`src/include/aidr_regs.vh`:
```
// register offsets, field positions, reset values and constants for the diagnostic record block
// Function
// - on a channel error, report 7fffh for overflow and 8000h for underflow
// - with group diagnosis on, error blinks group fault lamp and the channel lamp
// - with wire-break diagnosis also on, wire break lights the channel error lamp
// - with diagnostic interrupt release on, send summary record when an error occurs
// - summary record is a fixed four-byte structure
// - sixteen-byte extended record repeats summary then twelve module-specific bytes
// - summary byte 0: module, external, channel, supply, parameter error bits; reset 00h
// - summary byte 1: class 0101b, bit 4 channel info present; reset 15h
// - summary byte 3 bit 6 is process interrupt lost; byte 2 reserved; zero reset
// - extended byte 4 is channel type, analog input 71h by default
// - extended byte 5 reports eight diagnostic bits per channel
// - extended byte 6 reports number of similar channels, default 04h
// - extended byte 7 holds one channel-error flag per channel
// - bytes 8 to 15 per channel: parameter, common mode, wire break, under, overflow
// - two-input variant reports diagnostics only for channels 0 and 1
// - record contents stay frozen until the host finishes diagnostic handling
// - diagnosis starts both when an error appears and when it clears
// - diagnostic interrupt goes out only when enabled by configuration
`ifndef AIDR_REGS_VH
`define AIDR_REGS_VH

// ==========================================================
// record byte offsets
`define AIDR_SUMMARY_FAULT_FLAGS 5'h00
`define AIDR_SUMMARY_CLASS_INFO 5'h01
`define AIDR_SUMMARY_RESERVED 5'h02
`define AIDR_SUMMARY_LOST_IRQ 5'h03
`define AIDR_EXT_CHANNEL_TYPE 5'h04
`define AIDR_EXT_BITS_PER_CHANNEL 5'h05
`define AIDR_EXT_CHANNEL_COUNT 5'h06
`define AIDR_EXT_CHANNEL_ERROR_MAP 5'h07
`define AIDR_EXT_CHANNEL0_DETAIL 5'h08
`define AIDR_EXT_CHANNEL7_DETAIL 5'h0f
// block-own registers
`define AIDR_CTRL 5'h10
`define AIDR_IRQ_STATUS 5'h11
`define AIDR_IRQ_MASK 5'h12
`define AIDR_RELEASE 5'h13

// ==========================================================
// summary byte 0 fields
`define AIDR_SF_MODULE_ERR 0
`define AIDR_SF_EXTERNAL_ERR 2
`define AIDR_SF_CHANNEL_ERR 3
`define AIDR_SF_SUPPLY_MISSING 4
`define AIDR_SF_WRONG_PARAM 7
// summary byte 1
`define AIDR_CLASS_ANALOG 4'h5
`define AIDR_CLASS_CHINFO 4
`define AIDR_CLASS_INFO_RESET 8'h15
// summary byte 3
`define AIDR_LOST_IRQ_BIT 6
// extended fixed bytes
`define AIDR_CHTYPE_ANALOG_IN 8'h71
`define AIDR_BITS_PER_CHANNEL 8'h08
`define AIDR_CHANNEL_COUNT 8'h04
// per-channel detail fields
`define AIDR_DT_PARAM 0
`define AIDR_DT_COMMON 1
`define AIDR_DT_WIRE 4
`define AIDR_DT_UNDER 6
`define AIDR_DT_OVER 7
`define AIDR_DT_MASK 8'hd3
// substituted measured values
`define AIDR_VALUE_OVERFLOW 16'h7fff
`define AIDR_VALUE_UNDERFLOW 16'h8000

// ==========================================================
// control register bits
`define AIDR_CTRL_GROUP_DIAG 0
`define AIDR_CTRL_WIRE_DIAG 1
`define AIDR_CTRL_IRQ_RELEASE 2
// interrupt status bits
`define AIDR_IRQ_DIAG 0
`define AIDR_IRQ_LOST 1
// lamp blink: period in ns and half period in cycles at 125 MHz
`define AIDR_BLINK_PERIOD_NS 500000000
`define AIDR_CLK_PERIOD_NS 8
`define AIDR_BLINK_HALF_CYCLES (`AIDR_BLINK_PERIOD_NS / `AIDR_CLK_PERIOD_NS / 2)

`endif

```
`src/design/aidr_diag_records.v`:
```
// diagnostic records, lamps and value substitution of an eight-channel analog input
//
// Strobed register access was left to the implementer.
`timescale 1ns/1ps
`default_nettype none
`include "aidr_regs.vh"

module aidr_diag_records #(
    parameter integer NUM_CH = 8,
    parameter integer GROUP_ONLY = 0,
    parameter integer BLINK_HALF = `AIDR_BLINK_HALF_CYCLES
) (
    input wire clock_i,
    input wire nrst_i,
    // register port
    input wire [4:0] addr_i,
    input wire [7:0] wdata_i,
    input wire wr_i,
    input wire rd_i,
    output reg [7:0] rdata_o,
    // measured values, one 16-bit word per channel
    input wire [16*NUM_CH-1:0] meas_i,
    output reg [16*NUM_CH-1:0] value_o,
    // raw error conditions per channel
    input wire [NUM_CH-1:0] param_err_i,
    input wire [NUM_CH-1:0] common_err_i,
    input wire [NUM_CH-1:0] wire_break_i,
    input wire [NUM_CH-1:0] underflow_i,
    input wire [NUM_CH-1:0] overflow_i,
    // module-wide conditions
    input wire module_err_i,
    input wire external_err_i,
    input wire supply_missing_i,
    input wire wrong_param_i,
    input wire lost_irq_i,
    // lamps and host signalling
    output reg group_fault_lamp_o,
    output reg [NUM_CH-1:0] error_lamp_o,
    output reg diag_event_o,
    output wire irq_o
);

// ==========================================================
// reset synchroniser
// nrst_i may rise anywhere in the clock period; two flops give
// every register the same clean release edge
reg rst_meta;
reg rst_sync;

// async assert, release after two edges
always @(posedge clock_i or negedge nrst_i) begin
    if (!nrst_i) begin
        rst_meta <= 1'b0;
        rst_sync <= 1'b0;
    end else begin
        rst_meta <= 1'b1;
        rst_sync <= rst_meta;
    end
end

// every other process resets from the synchronised copy
wire rst_n = rst_sync;

// ==========================================================
// functions

// channel detail byte from the raw bits
// reserved bits 2, 3 and 5 stay zero
function [7:0] detail_byte;
    input p;
    input c;
    input w;
    input u;
    input o;
    begin
        detail_byte = 8'h00;
        detail_byte[`AIDR_DT_PARAM] = p;
        detail_byte[`AIDR_DT_COMMON] = c;
        detail_byte[`AIDR_DT_WIRE] = w;
        detail_byte[`AIDR_DT_UNDER] = u;
        detail_byte[`AIDR_DT_OVER] = o;
    end
endfunction

// channel flag is the OR of the live detail bits
// the mask keeps reserved bits out even if a caller sets them
function chan_flag;
    input [7:0] d;
    begin
        chan_flag = |(d & `AIDR_DT_MASK);
    end
endfunction

// ==========================================================
// live (unfrozen) diagnostic picture
// record and lamps both derive from this one view, so they can
// never disagree on how a raw condition is decoded
reg [NUM_CH-1:0] ch_active;
reg [8*NUM_CH-1:0] live_detail;
reg [7:0] live_map;
reg [7:0] live_fault;
reg [7:0] live_lost;
integer i;

always @* begin
    live_detail = {8*NUM_CH{1'b0}};
    live_map = 8'h00;
    for (i = 0; i < NUM_CH; i = i + 1) begin
        ch_active[i] = (GROUP_ONLY == 0) || (i < 2);
        if (ch_active[i]) begin
            live_detail[8*i +: 8] = detail_byte(param_err_i[i], common_err_i[i], wire_break_i[i],
                                                underflow_i[i], overflow_i[i]);
        end
        // map has eight bits, so only channels 0..7 count
        // channel flag OR
        if (i < 8) begin
            live_map[i] = chan_flag(live_detail[8*i +: 8]);
        end
    end
    // byte 0 gathers module-wide conditions and the OR of all flags
    // summary byte 0
    live_fault = 8'h00;
    live_fault[`AIDR_SF_MODULE_ERR] = module_err_i;
    live_fault[`AIDR_SF_EXTERNAL_ERR] = external_err_i;
    live_fault[`AIDR_SF_CHANNEL_ERR] = |live_map;
    live_fault[`AIDR_SF_SUPPLY_MISSING] = supply_missing_i;
    live_fault[`AIDR_SF_WRONG_PARAM] = wrong_param_i;
    live_lost = 8'h00;
    live_lost[`AIDR_LOST_IRQ_BIT] = lost_irq_i;
end

// ==========================================================
// control and interrupt registers
reg [7:0] ctrl;
reg [7:0] irq_status;
reg [7:0] irq_mask;
reg frozen;

// control bits clear on reset, so nothing is reported before set-up
wire group_diag_en = ctrl[`AIDR_CTRL_GROUP_DIAG];
wire wire_diag_en = ctrl[`AIDR_CTRL_WIRE_DIAG];
wire irq_release = ctrl[`AIDR_CTRL_IRQ_RELEASE];

// ==========================================================
// change detection: appearing and clearing errors
// prev copies hold last cycle's live picture; a difference either way
// is an incoming or outgoing error and starts a diagnosis
reg [7:0] prev_fault;
reg [7:0] prev_map;
reg [8*NUM_CH-1:0] prev_detail;
reg prev_lost;

wire any_change = (live_fault != prev_fault) || (live_map != prev_map) ||
                  (live_detail != prev_detail);
// only the rising edge of a lost process interrupt is flagged
wire lost_rise = lost_irq_i && !prev_lost;

always @(posedge clock_i or negedge rst_n) begin
    if (!rst_n) begin
        prev_fault <= 8'h00;
        prev_map <= 8'h00;
        prev_detail <= {8*NUM_CH{1'b0}};
        prev_lost <= 1'b0;
    end else begin
        prev_fault <= live_fault;
        prev_map <= live_map;
        prev_detail <= live_detail;
        prev_lost <= lost_irq_i;
    end
end

// ==========================================================
// frozen record image
// follows the live picture until an event is reported, then holds
// so that a multi-byte read by the host stays consistent
reg [7:0] rec_fault;
reg [7:0] rec_lost;
reg [7:0] rec_map;
reg [8*NUM_CH-1:0] rec_detail;

wire diag_start = any_change;
wire send_event = diag_start && irq_release && !frozen;
wire release_wr = wr_i && (addr_i == `AIDR_RELEASE);

// record capture and host release
always @(posedge clock_i or negedge rst_n) begin
    if (!rst_n) begin
        rec_fault <= 8'h00;
        rec_lost <= 8'h00;
        rec_map <= 8'h00;
        rec_detail <= {8*NUM_CH{1'b0}};
        frozen <= 1'b0;
        diag_event_o <= 1'b0;
    end else begin
        // one-cycle pulse marks the summary record being sent
        // summary sent on error event
        diag_event_o <= send_event;
        // a report freezes even if a release write lands in the same cycle;
        // otherwise the record just sent would move under the host
        if (send_event) begin
            frozen <= 1'b1;
        end else if (release_wr) begin
            frozen <= 1'b0;
        end
        // changes while frozen are dropped, not queued; the record takes them
        // up after the release, but an event needs a further change
        // hold contents while frozen
        if (!frozen) begin
            rec_fault <= live_fault;
            rec_lost <= live_lost;
            rec_map <= live_map;
            rec_detail <= live_detail;
        end
    end
end

// ==========================================================
// control, mask and sticky status
// the mask gates only the interrupt line; status bits set regardless
always @(posedge clock_i or negedge rst_n) begin
    if (!rst_n) begin
        ctrl <= 8'h00;
        irq_mask <= 8'h00;
        irq_status <= 8'h00;
    end else begin
        if (wr_i && addr_i == `AIDR_CTRL) begin
            ctrl <= wdata_i;
        end
        if (wr_i && addr_i == `AIDR_IRQ_MASK) begin
            irq_mask <= wdata_i;
        end
        // read clears; a same-cycle event still sets
        if (rd_i && addr_i == `AIDR_IRQ_STATUS) begin
            irq_status <= 8'h00;
        end
        if (send_event) begin
            irq_status[`AIDR_IRQ_DIAG] <= 1'b1;
        end
        if (lost_rise) begin
            irq_status[`AIDR_IRQ_LOST] <= 1'b1;
        end
    end
end

// level output, high while any unmasked status bit is set
assign irq_o = |(irq_status & irq_mask);

// ==========================================================
// register read, data one cycle after the strobe
// unmapped addresses and detail bytes of unused channels read as zero
reg [7:0] next_rdata;

always @* begin
    next_rdata = 8'h00;
    case (addr_i)
        `AIDR_SUMMARY_FAULT_FLAGS: next_rdata = rec_fault;
        `AIDR_SUMMARY_CLASS_INFO: next_rdata = `AIDR_CLASS_INFO_RESET;
        `AIDR_SUMMARY_RESERVED: next_rdata = 8'h00;
        `AIDR_SUMMARY_LOST_IRQ: next_rdata = rec_lost;
        `AIDR_EXT_CHANNEL_TYPE: next_rdata = `AIDR_CHTYPE_ANALOG_IN;
        `AIDR_EXT_BITS_PER_CHANNEL: next_rdata = `AIDR_BITS_PER_CHANNEL;
        `AIDR_EXT_CHANNEL_COUNT: next_rdata = `AIDR_CHANNEL_COUNT;
        `AIDR_EXT_CHANNEL_ERROR_MAP: next_rdata = rec_map;
        // block-own registers above the record
        `AIDR_CTRL: next_rdata = ctrl;
        `AIDR_IRQ_STATUS: next_rdata = irq_status;
        `AIDR_IRQ_MASK: next_rdata = irq_mask;
        `AIDR_RELEASE: next_rdata = {7'h00, frozen};
        default: begin
            // twelve module bytes, details at 8..15
            if (addr_i >= `AIDR_EXT_CHANNEL0_DETAIL && addr_i <= `AIDR_EXT_CHANNEL7_DETAIL &&
                addr_i[2:0] < NUM_CH) begin
                next_rdata = rec_detail[8*addr_i[2:0] +: 8];
            end
        end
    endcase
end

// registered so the answer comes exactly one cycle after the strobe,
// and zero otherwise so a stale byte never looks like an answer
always @(posedge clock_i or negedge rst_n) begin
    if (!rst_n) begin
        rdata_o <= 8'h00;
    end else if (rd_i) begin
        rdata_o <= next_rdata;
    end else begin
        rdata_o <= 8'h00;
    end
end

// ==========================================================
// measured value substitution
// one cycle of latency for substituted and passed values alike;
// the codes ignore every control bit
integer k;

always @(posedge clock_i or negedge rst_n) begin
    if (!rst_n) begin
        value_o <= {16*NUM_CH{1'b0}};
    end else begin
        for (k = 0; k < NUM_CH; k = k + 1) begin
            // overflow is tested first and wins when both flags are high
            // fixed codes regardless of config
            if (overflow_i[k]) begin
                value_o[16*k +: 16] <= `AIDR_VALUE_OVERFLOW;
            end else if (underflow_i[k]) begin
                value_o[16*k +: 16] <= `AIDR_VALUE_UNDERFLOW;
            end else begin
                value_o[16*k +: 16] <= meas_i[16*k +: 16];
            end
        end
    end
end

// ==========================================================
// lamp blink divider; slow so the eye sees it
// one shared divider keeps all lamps in phase; the half period is a
// parameter so that simulation can use a short one
// compare with >= so a count past the end still wraps
reg [31:0] blink_cnt;
reg blink;

always @(posedge clock_i or negedge rst_n) begin
    if (!rst_n) begin
        blink_cnt <= 32'h0000_0000;
        blink <= 1'b0;
    end else if (blink_cnt >= BLINK_HALF - 1) begin
        blink_cnt <= 32'h0000_0000;
        blink <= ~blink;
    end else begin
        blink_cnt <= blink_cnt + 32'h0000_0001;
    end
end

// lamps follow the live errors, not the frozen record
// so they go dark as soon as an error clears, even while the
// record is still held for the host
integer j;

always @(posedge clock_i or negedge rst_n) begin
    if (!rst_n) begin
        group_fault_lamp_o <= 1'b0;
        error_lamp_o <= {NUM_CH{1'b0}};
    end else begin
        group_fault_lamp_o <= group_diag_en && (live_fault != 8'h00) && blink;
        for (j = 0; j < NUM_CH; j = j + 1) begin
            if (j < 8) begin
                // wire break is kept out of the general flag, lit only with its enable
                // channel lamp blinks; wire break only with its enable
                error_lamp_o[j] <= group_diag_en && blink &&
                    (chan_flag(live_detail[8*j +: 8] & ~(8'h01 << `AIDR_DT_WIRE)) ||
                     (wire_diag_en && live_detail[8*j + `AIDR_DT_WIRE]));
            end else begin
                // channels beyond eight have no map bit and stay dark
                error_lamp_o[j] <= 1'b0;
            end
        end
    end
end

endmodule
`default_nettype wire

```
`config.mk`:
```
export PLATFORM = sky130hd
export DESIGN_NAME = aidr_diag_records
export DESIGN_NICKNAME = d
export VERILOG_FILES = /design/src/design/aidr_diag_records.v
export VERILOG_INCLUDE_DIRS = /design/src /design/src/include
export SDC_FILE = /design/constraint.sdc
export NUM_CORES = 1
export LEC_CHECK = 0
export ABC_AREA = 1
export BUFFER_PORTS_ARGS = -buffer_cell sky130_fd_sc_hd__buf_2
export CAP_MARGIN = 20
export CORE_ASPECT_RATIO = 0.5
export CORE_MARGIN = 1.5
export CORE_UTILIZATION = 55
export DETAILED_ROUTE_END_ITERATION = 8
export PLACE_DENSITY_LB_ADDON = 0.2
export SETUP_SLACK_MARGIN = 0.02
export SYNTH_ARGS = -nofsm -noshare
export SYNTH_HDL_FRONTEND = slang
export SYNTH_SLANG_ARGS = --single-unit
```
`constraint.sdc`:
```
create_clock -name clock_i -period 15.3 [get_ports clock_i]
set_clock_uncertainty 0.15 [all_clocks]
set_input_delay 3.06 -clock clock_i [delete_from_list [all_inputs] [get_ports clock_i]]
set_output_delay 3.06 -clock clock_i [all_outputs]
set_load 0.005 [all_outputs]
```
Word-level counts from Yosys, hierarchy flattened
Index checks and enable logic that the tools add are counted.
Word-level totals
  flip-flop bits (word level): 308
  bits of input ports: 190
  output and inout bits: 147
  word-level logic and storage cells: 130
Cells by class
  add/subtract/negate cells: 1
  order comparisons: 3
  eq/ne operators: 14
  shift operators: 1
  multiplexer cells: 25
  bitwise operators: 2
  reduce and logical (&&, ||, !) cells: 62
Operators with widths (count)
  2-to-1 mux 16 bit: 16
  one-hot mux 8 bit (12 select lines): 1
  indexed part select 64 x 7 -> 8 bit: 1
  != test 40 bit: 1
  OR reduction 40 bit: 1
  OR reduction 5 bit: 8
  adder 32 x 1 -> 32 bit, second input constant: 1
  greater-or-equal comparator 32 x 25 -> 1 bit, second input constant: 1
  2-to-1 mux 32 bit: 1
  OR reduction 4 bit: 8
  logical AND 1 bit: 27
  equality test 5 x 3 -> 1 bit, second input constant: 4
  equality test 5 bit, second input constant: 4
  2-to-1 mux 8 bit: 2
  equality test 5 x 2 -> 1 bit, second input constant: 2
  logical OR 1 bit: 10
  bitwise AND 2 x 8 -> 8 bit: 1
  != test 8 bit: 1
  nonzero test 8 bit: 1
  OR reduction 8 bit: 1
  nonzero test 2 bit: 3
  equality test 5 x 1 -> 1 bit, second input constant: 1
  greater-or-equal comparator 5 x 4 -> 1 bit, second input constant: 1
  less-or-equal comparator 5 x 4 -> 1 bit, second input constant: 1
  other kinds (6): 10

Logic depth before layout (Yosys ltp)
Gate-level depths: netlist of run 1.
  depth after elaboration: 7
  mapped depth: 13
  gate-level depth less buffers: 13

Least setup slack after synthesis of run 1
OpenSTA, ideal clock, no wires.
  kind: input -> register
  start: input port addr_i[2]
  end: register ctrl[5]
  library setup time: 0.126 ns
  data arrival time: 4.056 ns
  required time: 15.024 ns
  path slack: 10.968 ns
  stages: 8
  path buffers: 2
  path through: buf_2 nor3_4 nand2_1 clkinv_1 nand2_1 buf_2 nand2_1 o21ai_0
Between the ends
  word-level cells in the longest chain between the ends: 2
RTL lines
  start: declaration: RTL line aidr_diag_records.v:16  | input wire [4:0] addr_i,
  equality test 5 bit
  logical AND 1 bit (no source line)
  end signal: assignment: RTL line aidr_diag_records.v:227  | ctrl <= wdata_i;
  end: declaration: RTL line aidr_diag_records.v:134  | reg [7:0] ctrl;
No other way between the ends.
A chain may end at the register's enable or synchronous reset.

Worst setup path in the final report of run 1
  start: register irq_mask[0]
  end: output port irq_o
Between the ends
  word-level cells in the longest chain between the ends: 2
RTL lines
  start: declaration: RTL line aidr_diag_records.v:136  | reg [7:0] irq_mask;
  start signal: assignment: RTL line aidr_diag_records.v:230  | irq_mask <= wdata_i;
  bitwise AND 2 x 8 -> 8 bit: RTL line aidr_diag_records.v:246  | assign irq_o = |(irq_status & irq_mask);
  OR reduction 8 bit: RTL line aidr_diag_records.v:246
  end: declaration: RTL line aidr_diag_records.v:40  | output wire irq_o
No other way between the ends.

==> flow_summary.json, run 1 <==
{
  "status": "completed",
  "critPathBufInv": 2,
  "hold_buffers": 0,
  "routed_via_density": 5.02,
  "antenna_found_initial": 2,
  "finalSetupTns_ns": 0,
  "slew_headroom_pct": 34.6,
  "gr-usage-all-layers_pct": 27.8,
  "slew_violations": 0,
  "async_flop_share_pct": 100,
  "synthFlopType": "dfrtp_1",
  "fmax_mhz": 219,
  "wire_per_inst_um": 15.6,
  "period_minus_slack_ns": 4.57,
  "power_frac_seq_pct": 51.0,
  "rsz0062_at_grt": "false",
  "clock-sinks": 308,
  "cts_buffers": 27,
  "ant_nets": 0,
  "synth_edf_count": 0,
  "grt_max_degree": 185,
  "cts_tree": "yes",
  "fp.dieW_um": 217,
  "worst_slew_pin_slew_ns": 0.980,
  "end_kind": "output pin",
  "ys_seq_area_share_pct": 61.4,
  "yosysUniqueCellTypes": 46,
  "drv_cap": 0,
  "synthesis.area_um2": 12600,
  "hp-class": "reg -> async",
  "clkTransAtPathRegs_ns": 0.07,
  "r2r_start": "blink_cnt[0]",
  "grt_pass1_vias": 10092,
  "crit_type": "reg -> out",
  "synth_simple_gate_area_share_pct": 24.2,
  "rr_endpoint": "blink_cnt[6]",
  "power.density_nw_per_um2": 126,
  "final.setup.worst_slack_ns": 10.73,
  "synthXorXnorAreaFrac_pct": 2.65,
  "cts-resized-gates": 0,
  "drt_first_pass_iters": 5,
  "crit_chain": "inv_1 -> o21ai_0 -> buf_2",
  "final_cells": 2082,
  "cp-start-kind": "flop",
  "clockPowerShare_pct": 34.3,
  "finalSetupViolCount": 0,
  "muxShareOfSynthArea_pct": 0.0797,
  "netlist_instances": 1424,
  "drc_errors": 0,
  "cp_slowest_stage_delay_ns": 0.35,
  "intPower_uw": 1390,
  "final_cell_area_um2": 15400,
  "port_buffers": 336,
  "place_ws_ns": 10.37,
  "drive_gt1_share_pct": 22.4,
  "io_pins": 337,
  "dp_hpwl_um": 23900,
  "cp.required_ns": 12.09,
  "arrival_ns": 1.36,
  "worst_path_max_delay_cell": "dfrtp_1",
  "power.share.switching_pct": 28.2,
  "synth_compound_area_share_pct": 5.25,
  "path_max_fanout": 2,
  "num-nets-final": 1954,
  "dp.cells": 2034,
  "switching_power_uw": 546,
  "initial_core_util_pct": 57.0,
  "p_leak_uw": 0.00794,
  "avgSynthCellArea_um2": 8.82,
  "cts_buffer_depth": 3,
  "drt_wl_total_um": 32500,
  "core_area_um2": 22000,
  "insertion_delay_ns": 0.55,
  "grt_pass1_wl_um": 52000,
  "gp_congestion": 0.961,
  "drtIter0Drc": 876,
  "placed_area_um2": 14500,
  "synthAdderAreaFrac_pct": 0.0997,
  "hold_violations": 0,
  "comb_power_share_pct": 14.7,
  "crit_end": "irq_o",
  "synth_seq_cells": 308,
  "die-height_um": 110,
  "fin_crit_sh_pct": 29.9,
  "startpoint": "irq_mask[0]",
  "synth_top_family_by_area": "simple AND/OR/NAND/NOR gates",
  "ir_worst_vdd_mv": 0.0740,
  "rrSetupSlack_ns": 13.12,
  "clockRootBuffer": "clkbuf_16",
  "rows": 38,
  "rr_worst_depth": 10,
  "cts_setup_buffers": 0,
  "cp_top_family": "flip-flops",
  "htree_levels": 1,
  "grt_overflow": 0,
  "areaGrowthSynthToFinish_pct": 22.4,
  "cp_num_cells": 3,
  "ys_warn_count": 0,
  "die_area_um2": 23800,
  "vias": 10445
}
==> Yosys cell counts, types with 3 or more instances <==
cell type / count / area (um2)
a21oi_1: 12 / 60.1
buf_2: 4 / 20.0
clkbuf_1: 28 / 105
clkinv_1: 7 / 26.3
dfrtp_1: 308 / 7710
inv_1: 158 / 593
inv_2: 5 / 18.8
nand2_1: 525 / 1970
nand3_1: 40 / 200
nand4_1: 23 / 144
nor2_1: 123 / 462
nor3_1: 16 / 80.1
nor4_1: 3 / 18.8
o211ai_1: 3 / 22.5
o21ai_0: 85 / 425
o22ai_1: 6 / 37.5
or2_2: 4 / 25.0
xnor2_1: 25 / 219
xor2_1: 13 / 114
==> power by group through the flow <==
stage                     Sequential (uW)  Clock (uW)  Combinational (uW)
after floorplan                       989           0                 161
after global placement                998           0                 275
after detailed placement             1000           0                 283
after CTS                             987         676                 285
after global routing                  998         709                 325
final                                 989         665                 284
==> logic make-up (layout without fill, tap and decap cells) <==
logic type | Yosys count | after routing
muxes | 1 | 1
DFF | 308 | 308
AOI/OAI and AO/OA | 120 | 120
adders and majority gates | 1 | 1
other | 2 | 10
buffers and inverters | 205 | 555
xor gates and xnor gates | 38 | 38
and+or+nand+nor | 749 | 749
==> flip-flops by register name, indices dropped and copies added (netlist names), 32 cells and up <==
register and count:
value_o 128, prev_detail 40, rec_detail 40, blink_cnt 32
==> cell usage in the layout, fill, tap and decap left out, types with 2 or more instances in the layout <==
cell type / netlist / final
nor4_1: 3 / 3
inv_1: 158 / 158
conb_1: 2 / 8
dfrtp_1: 308 / 306
buf_2: 4 / 336
nor2_4: 2 / 2
nand4_1: 23 / 23
o21ai_0: 85 / 85
nand2_2: 2 / 2
nor2_1: 123 / 123
nor3_4: 2 / 2
xor2_1: 13 / 13
diode_2: 0 / 2
a31oi_1: 2 / 2
clkbuf_1: 28 / 8
buf_4: 0 / 2
clkbuf_8: 0 / 5
nand3_1: 40 / 40
or2_2: 4 / 4
a21oi_1: 12 / 12
a21oi_2: 2 / 2
nand2_1: 525 / 525
o211ai_1: 3 / 3
o31ai_1: 2 / 2
clkinv_1: 7 / 7
xnor2_1: 25 / 25
clkinvlp_4: 0 / 3
nor3_1: 16 / 16
o22ai_1: 6 / 6
o2111ai_1: 2 / 2
clkbuf_16: 0 / 27
inv_2: 5 / 5
==> through the flow <==
stage | hold slack (ns) | power (uW) | utilization (%)
6_report | 0.197 | 1940 | 69.8
5_1_grt | 0.229 | 2030 | 69.8
4_1_cts | 0.211 | 1950 | 69.8
3_5_place_dp | 0.187 | 1280 | 66.0
3_3_place_gp | 0.188 | 1270 | 66.0
2_1_floorplan | 0.181 | 1150 | -
==> metal layers <==
layer / track usage (%) / part of all wire [%] / routed length, um / vias to the layer above
met2: 45.0 / 46 / 15100 / 337
li1: - / - / - / 5060
met5: 0 / 0 / 0 / -
met4: 7.69 / 2.4 / 775 / 0
met1: 39.4 / 45 / 14600 / 4997
met3: 4.79 / 6.2 / 2030 / 51
==> how the worst min path moves through the flow <==
stage | cells after the start | start | end
after floorplan | 0 | rst_meta | rst_n
after global placement | 0 | rst_meta | rst_n
after detailed placement | 0 | rst_meta | rst_n
after CTS | 0 | rst_meta | rst_n
after global routing | 0 | rst_meta | rst_n
final | 0 | rst_n | value_o[0]
==> cell type report <==
type / count / area (um2)
sequential: 308 / 7710
inverter: 170 / 638
fill: 1772 / 6640
clock buffer: 40 / 774
multi-input combinational: 917 / 4080
tap: 300 / 375
clock inverter: 6 / 66.3
antenna: 2 / 5.00
timing repair buffer: 339 / 1720
==> worst reg2reg max path: stages, from the launching register on <==
cell and delay (ns):
dfrtp_1 0.37, ha_1 0.18, nand2_1 0.09, nor2_1 0.24, nand4_1 0.13, o211ai_1 0.13
nand2_1 0.07, nand2_1 0.09, nand2_1 0.08, nand2_2 0.40, nor3_1 0.11
No activity file was read; power rests on OpenSTA's default activity.
==> inputs of run 2 (changes only) <==
--- a/config.mk
+++ b/config.mk
@@ -11,7 +11,7 @@
 export CAP_MARGIN = 20
 export CORE_ASPECT_RATIO = 0.5
 export CORE_MARGIN = 1.5
-export CORE_UTILIZATION = 55
+export CORE_UTILIZATION = 53
 export DETAILED_ROUTE_END_ITERATION = 8
 export PLACE_DENSITY_LB_ADDON = 0.2
 export SETUP_SLACK_MARGIN = 0.02
==> constraint.sdc (replaced) <==
create_clock -name clock_i -period 4.3 [get_ports clock_i]
set_clock_uncertainty 0.15 [all_clocks]
set_input_delay 0.86 -clock clock_i [delete_from_list [all_inputs] [get_ports clock_i]]
set_output_delay 0.86 -clock clock_i [all_outputs]
set_load 0.005 [all_outputs]
==> flow_summary.json, run 2 (synthesized netlist as in run 1, its figures left out) <==
{
  "comb_power_share_pct": 15.0,
  "htree_levels": 1,
  "power.share.switching_pct": 28.5,
  "rows": 39,
  "top_regs": "value_o: 128 flops, prev_detail: 40 flops, rec_detail: 40 flops",
  "ir_worst_vdd_mv": 0.294,
  "clock-sinks": 308,
  "cts_buffers": 27,
  "failed_checks": "design-rule violations",
  "gr-usage-all-layers_pct": 30.5,
  "status": "complete, but fails checks",
  "placed_area_um2": 14600,
  "power_frac_seq_pct": 50.1,
  "die-height_um": 112,
  "drive_gt1_share_pct": 22.7,
  "clkTransAtPathRegs_ns": 0.07,
  "slew_headroom_pct": 45.7,
  "period_minus_slack_ns": 2.43,
  "crit_type": "reg -> out",
  "final_cell_area_um2": 15500,
  "r2r_start": "blink_cnt[0]",
  "intPower_uw": 5050,
  "drt_first_pass_iters": 7,
  "hold_violations": 0,
  "worst_slew_pin_slew_ns": 0.814,
  "fmax_mhz": 411,
  "drtIter0Drc": 1046,
  "grt_pass1_vias": 10534,
  "port_buffers": 336,
  "finalSetupTns_ns": 0,
  "cts_tree": "yes",
  "rsz0062_at_grt": "false",
  "antenna_found_initial": 2,
  "path_max_fanout": 2,
  "dp_hpwl_um": 27700,
  "antennaDiodeCount": 0,
  "num-nets-final": 1957,
  "grt_max_degree": 111,
  "worst_path_max_delay_cell": "dfrtp_1",
  "wire_per_inst_um": 17.6,
  "vias": 10667,
  "areaGrowthSynthToFinish_pct": 23.2,
  "p_leak_uw": 0.00800,
  "fillers": 1969,
  "grt_overflow": 0,
  "rr_worst_depth": 10,
  "slew_violations": 0,
  "cp-start-kind": "flop",
  "io_pins": 337,
  "die_area_um2": 24700,
  "end_kind": "output pin",
  "insertion_delay_ns": 0.56,
  "cp_slowest_stage_delay_ns": 0.35,
  "finalSetupViolCount": 0,
  "arrival_ns": 1.42,
  "power.density_nw_per_um2": 457,
  "largest_register_ffs": 128,
  "crit_end": "irq_o",
  "drt_wl_total_um": 36800,
  "hold_ws_ns": 0.119,
  "final_common_cell": "nand2_1",
  "regMostFlops": "value_o",
  "core_area_um2": 23000,
  "clockRootBuffer": "clkbuf_16",
  "grt_pass1_wl_um": 57800,
  "initial_core_util_pct": 54.5,
  "mostFrequentLayoutCells": "525 x nand2_1, 336 x buf_2, 306 x dfrtp_1",
  "startpoint": "irq_mask[0]",
  "switching_power_uw": 2010,
  "rr_endpoint": "blink_cnt[20]",
  "fin_crit_sh_pct": 56.6,
  "crit_chain": "inv_1 -> o21ai_0 -> buf_2",
  "fp.dieW_um": 221,
  "drv_cap": 0,
  "ant_nets": 0,
  "cp.required_ns": 3.29,
  "cts_setup_buffers": 0,
  "routed_via_density": 5.10,
  "cts-resized-gates": 0,
  "drc_errors": 14,
  "gp_congestion": 1.05,
  "clockPowerShare_pct": 34.9,
  "hp-class": "reg -> async",
  "cts_buffer_depth": 3,
  "rrSetupSlack_ns": 2.12
}
## run 2: changes by cell type in the layout (fill, tap and decap cells not counted), sizes merged
cell         change
buf              +2
bufinv           +1
clkbuf           -1
clkinv           +3
clkinvlp         -1
diode            -2
dlygate4sd3      +1
## run 2: layout make-up
cell class	instances	area [um2]	area share [%]
sequential	308	7710	49.9
tap	307	384	2.48
multi-input combinational	917	4080	26.4
inverter	170	638	4.13
clock buffer	39	791	5.11
timing repair buffer	342	1750	11.3
clock inverter	9	108	0.696
## run 2: how the worst min path moves through the flow
stage	start	endpoint	slack [ns]	cells after the start
CTS	rst_n	value_o[26]	0.13	0
global placement	rst_n	value_o[1]	0.13	0
detailed placement	rst_n	value_o[10]	0.14	0
floorplan	rst_meta	rst_n	0.18	0
global route	rst_n	value_o[26]	0.15	0
finish	rst_n	value_o[7]	0.12	0
## run 2: power groups by stage
stage | sequential, uW | clock [uW] | combinational [uW]
after CTS | 3520 | 2510 | 1050
after global placement | 3570 | 0 | 1020
final | 3540 | 2470 | 1060
after floorplan | 3510 | 0 | 574
after detailed placement | 3570 | 0 | 1040
after global routing | 3570 | 2610 | 1200
## run 2: timing repair
item	in CTS	in global routing
hold buffers	1	0
setup endpoints to repair	0	0
hold endpoints to repair	2	0
## run 2: stage by stage
stage          cells  utilization, %  power (uW)  setup WS (ns)
5_1_grt         2092            67.2        7380           1.70
4_1_cts         2092            67.2        7080           1.87
6_report        2092            67.2        7060           1.87
2_1_floorplan   1430               -        4090           1.09
3_5_place_dp    2043            63.2        4610           1.48
3_3_place_gp    2043            63.2        4590           1.51
## run 2: worst max-delay path, delay by kind of cell (launching register included)
family                 cells  cell delay (ns)
flip-flops                 1             0.35
buffers and inverters      2             0.26
AO/OA/AOI/OAI              1             0.26
## run 2: routing by layer
layer | track usage (%) | vias to the layer above | wire [um]
met5 | 0 | - | 8
met1 | 45.0 | 5079 | 16400
met3 | 9.13 | 72 | 3660
met4 | 7.48 | 2 | 906
met2 | 44.3 | 466 | 15900
li1 | - | 5048 | -
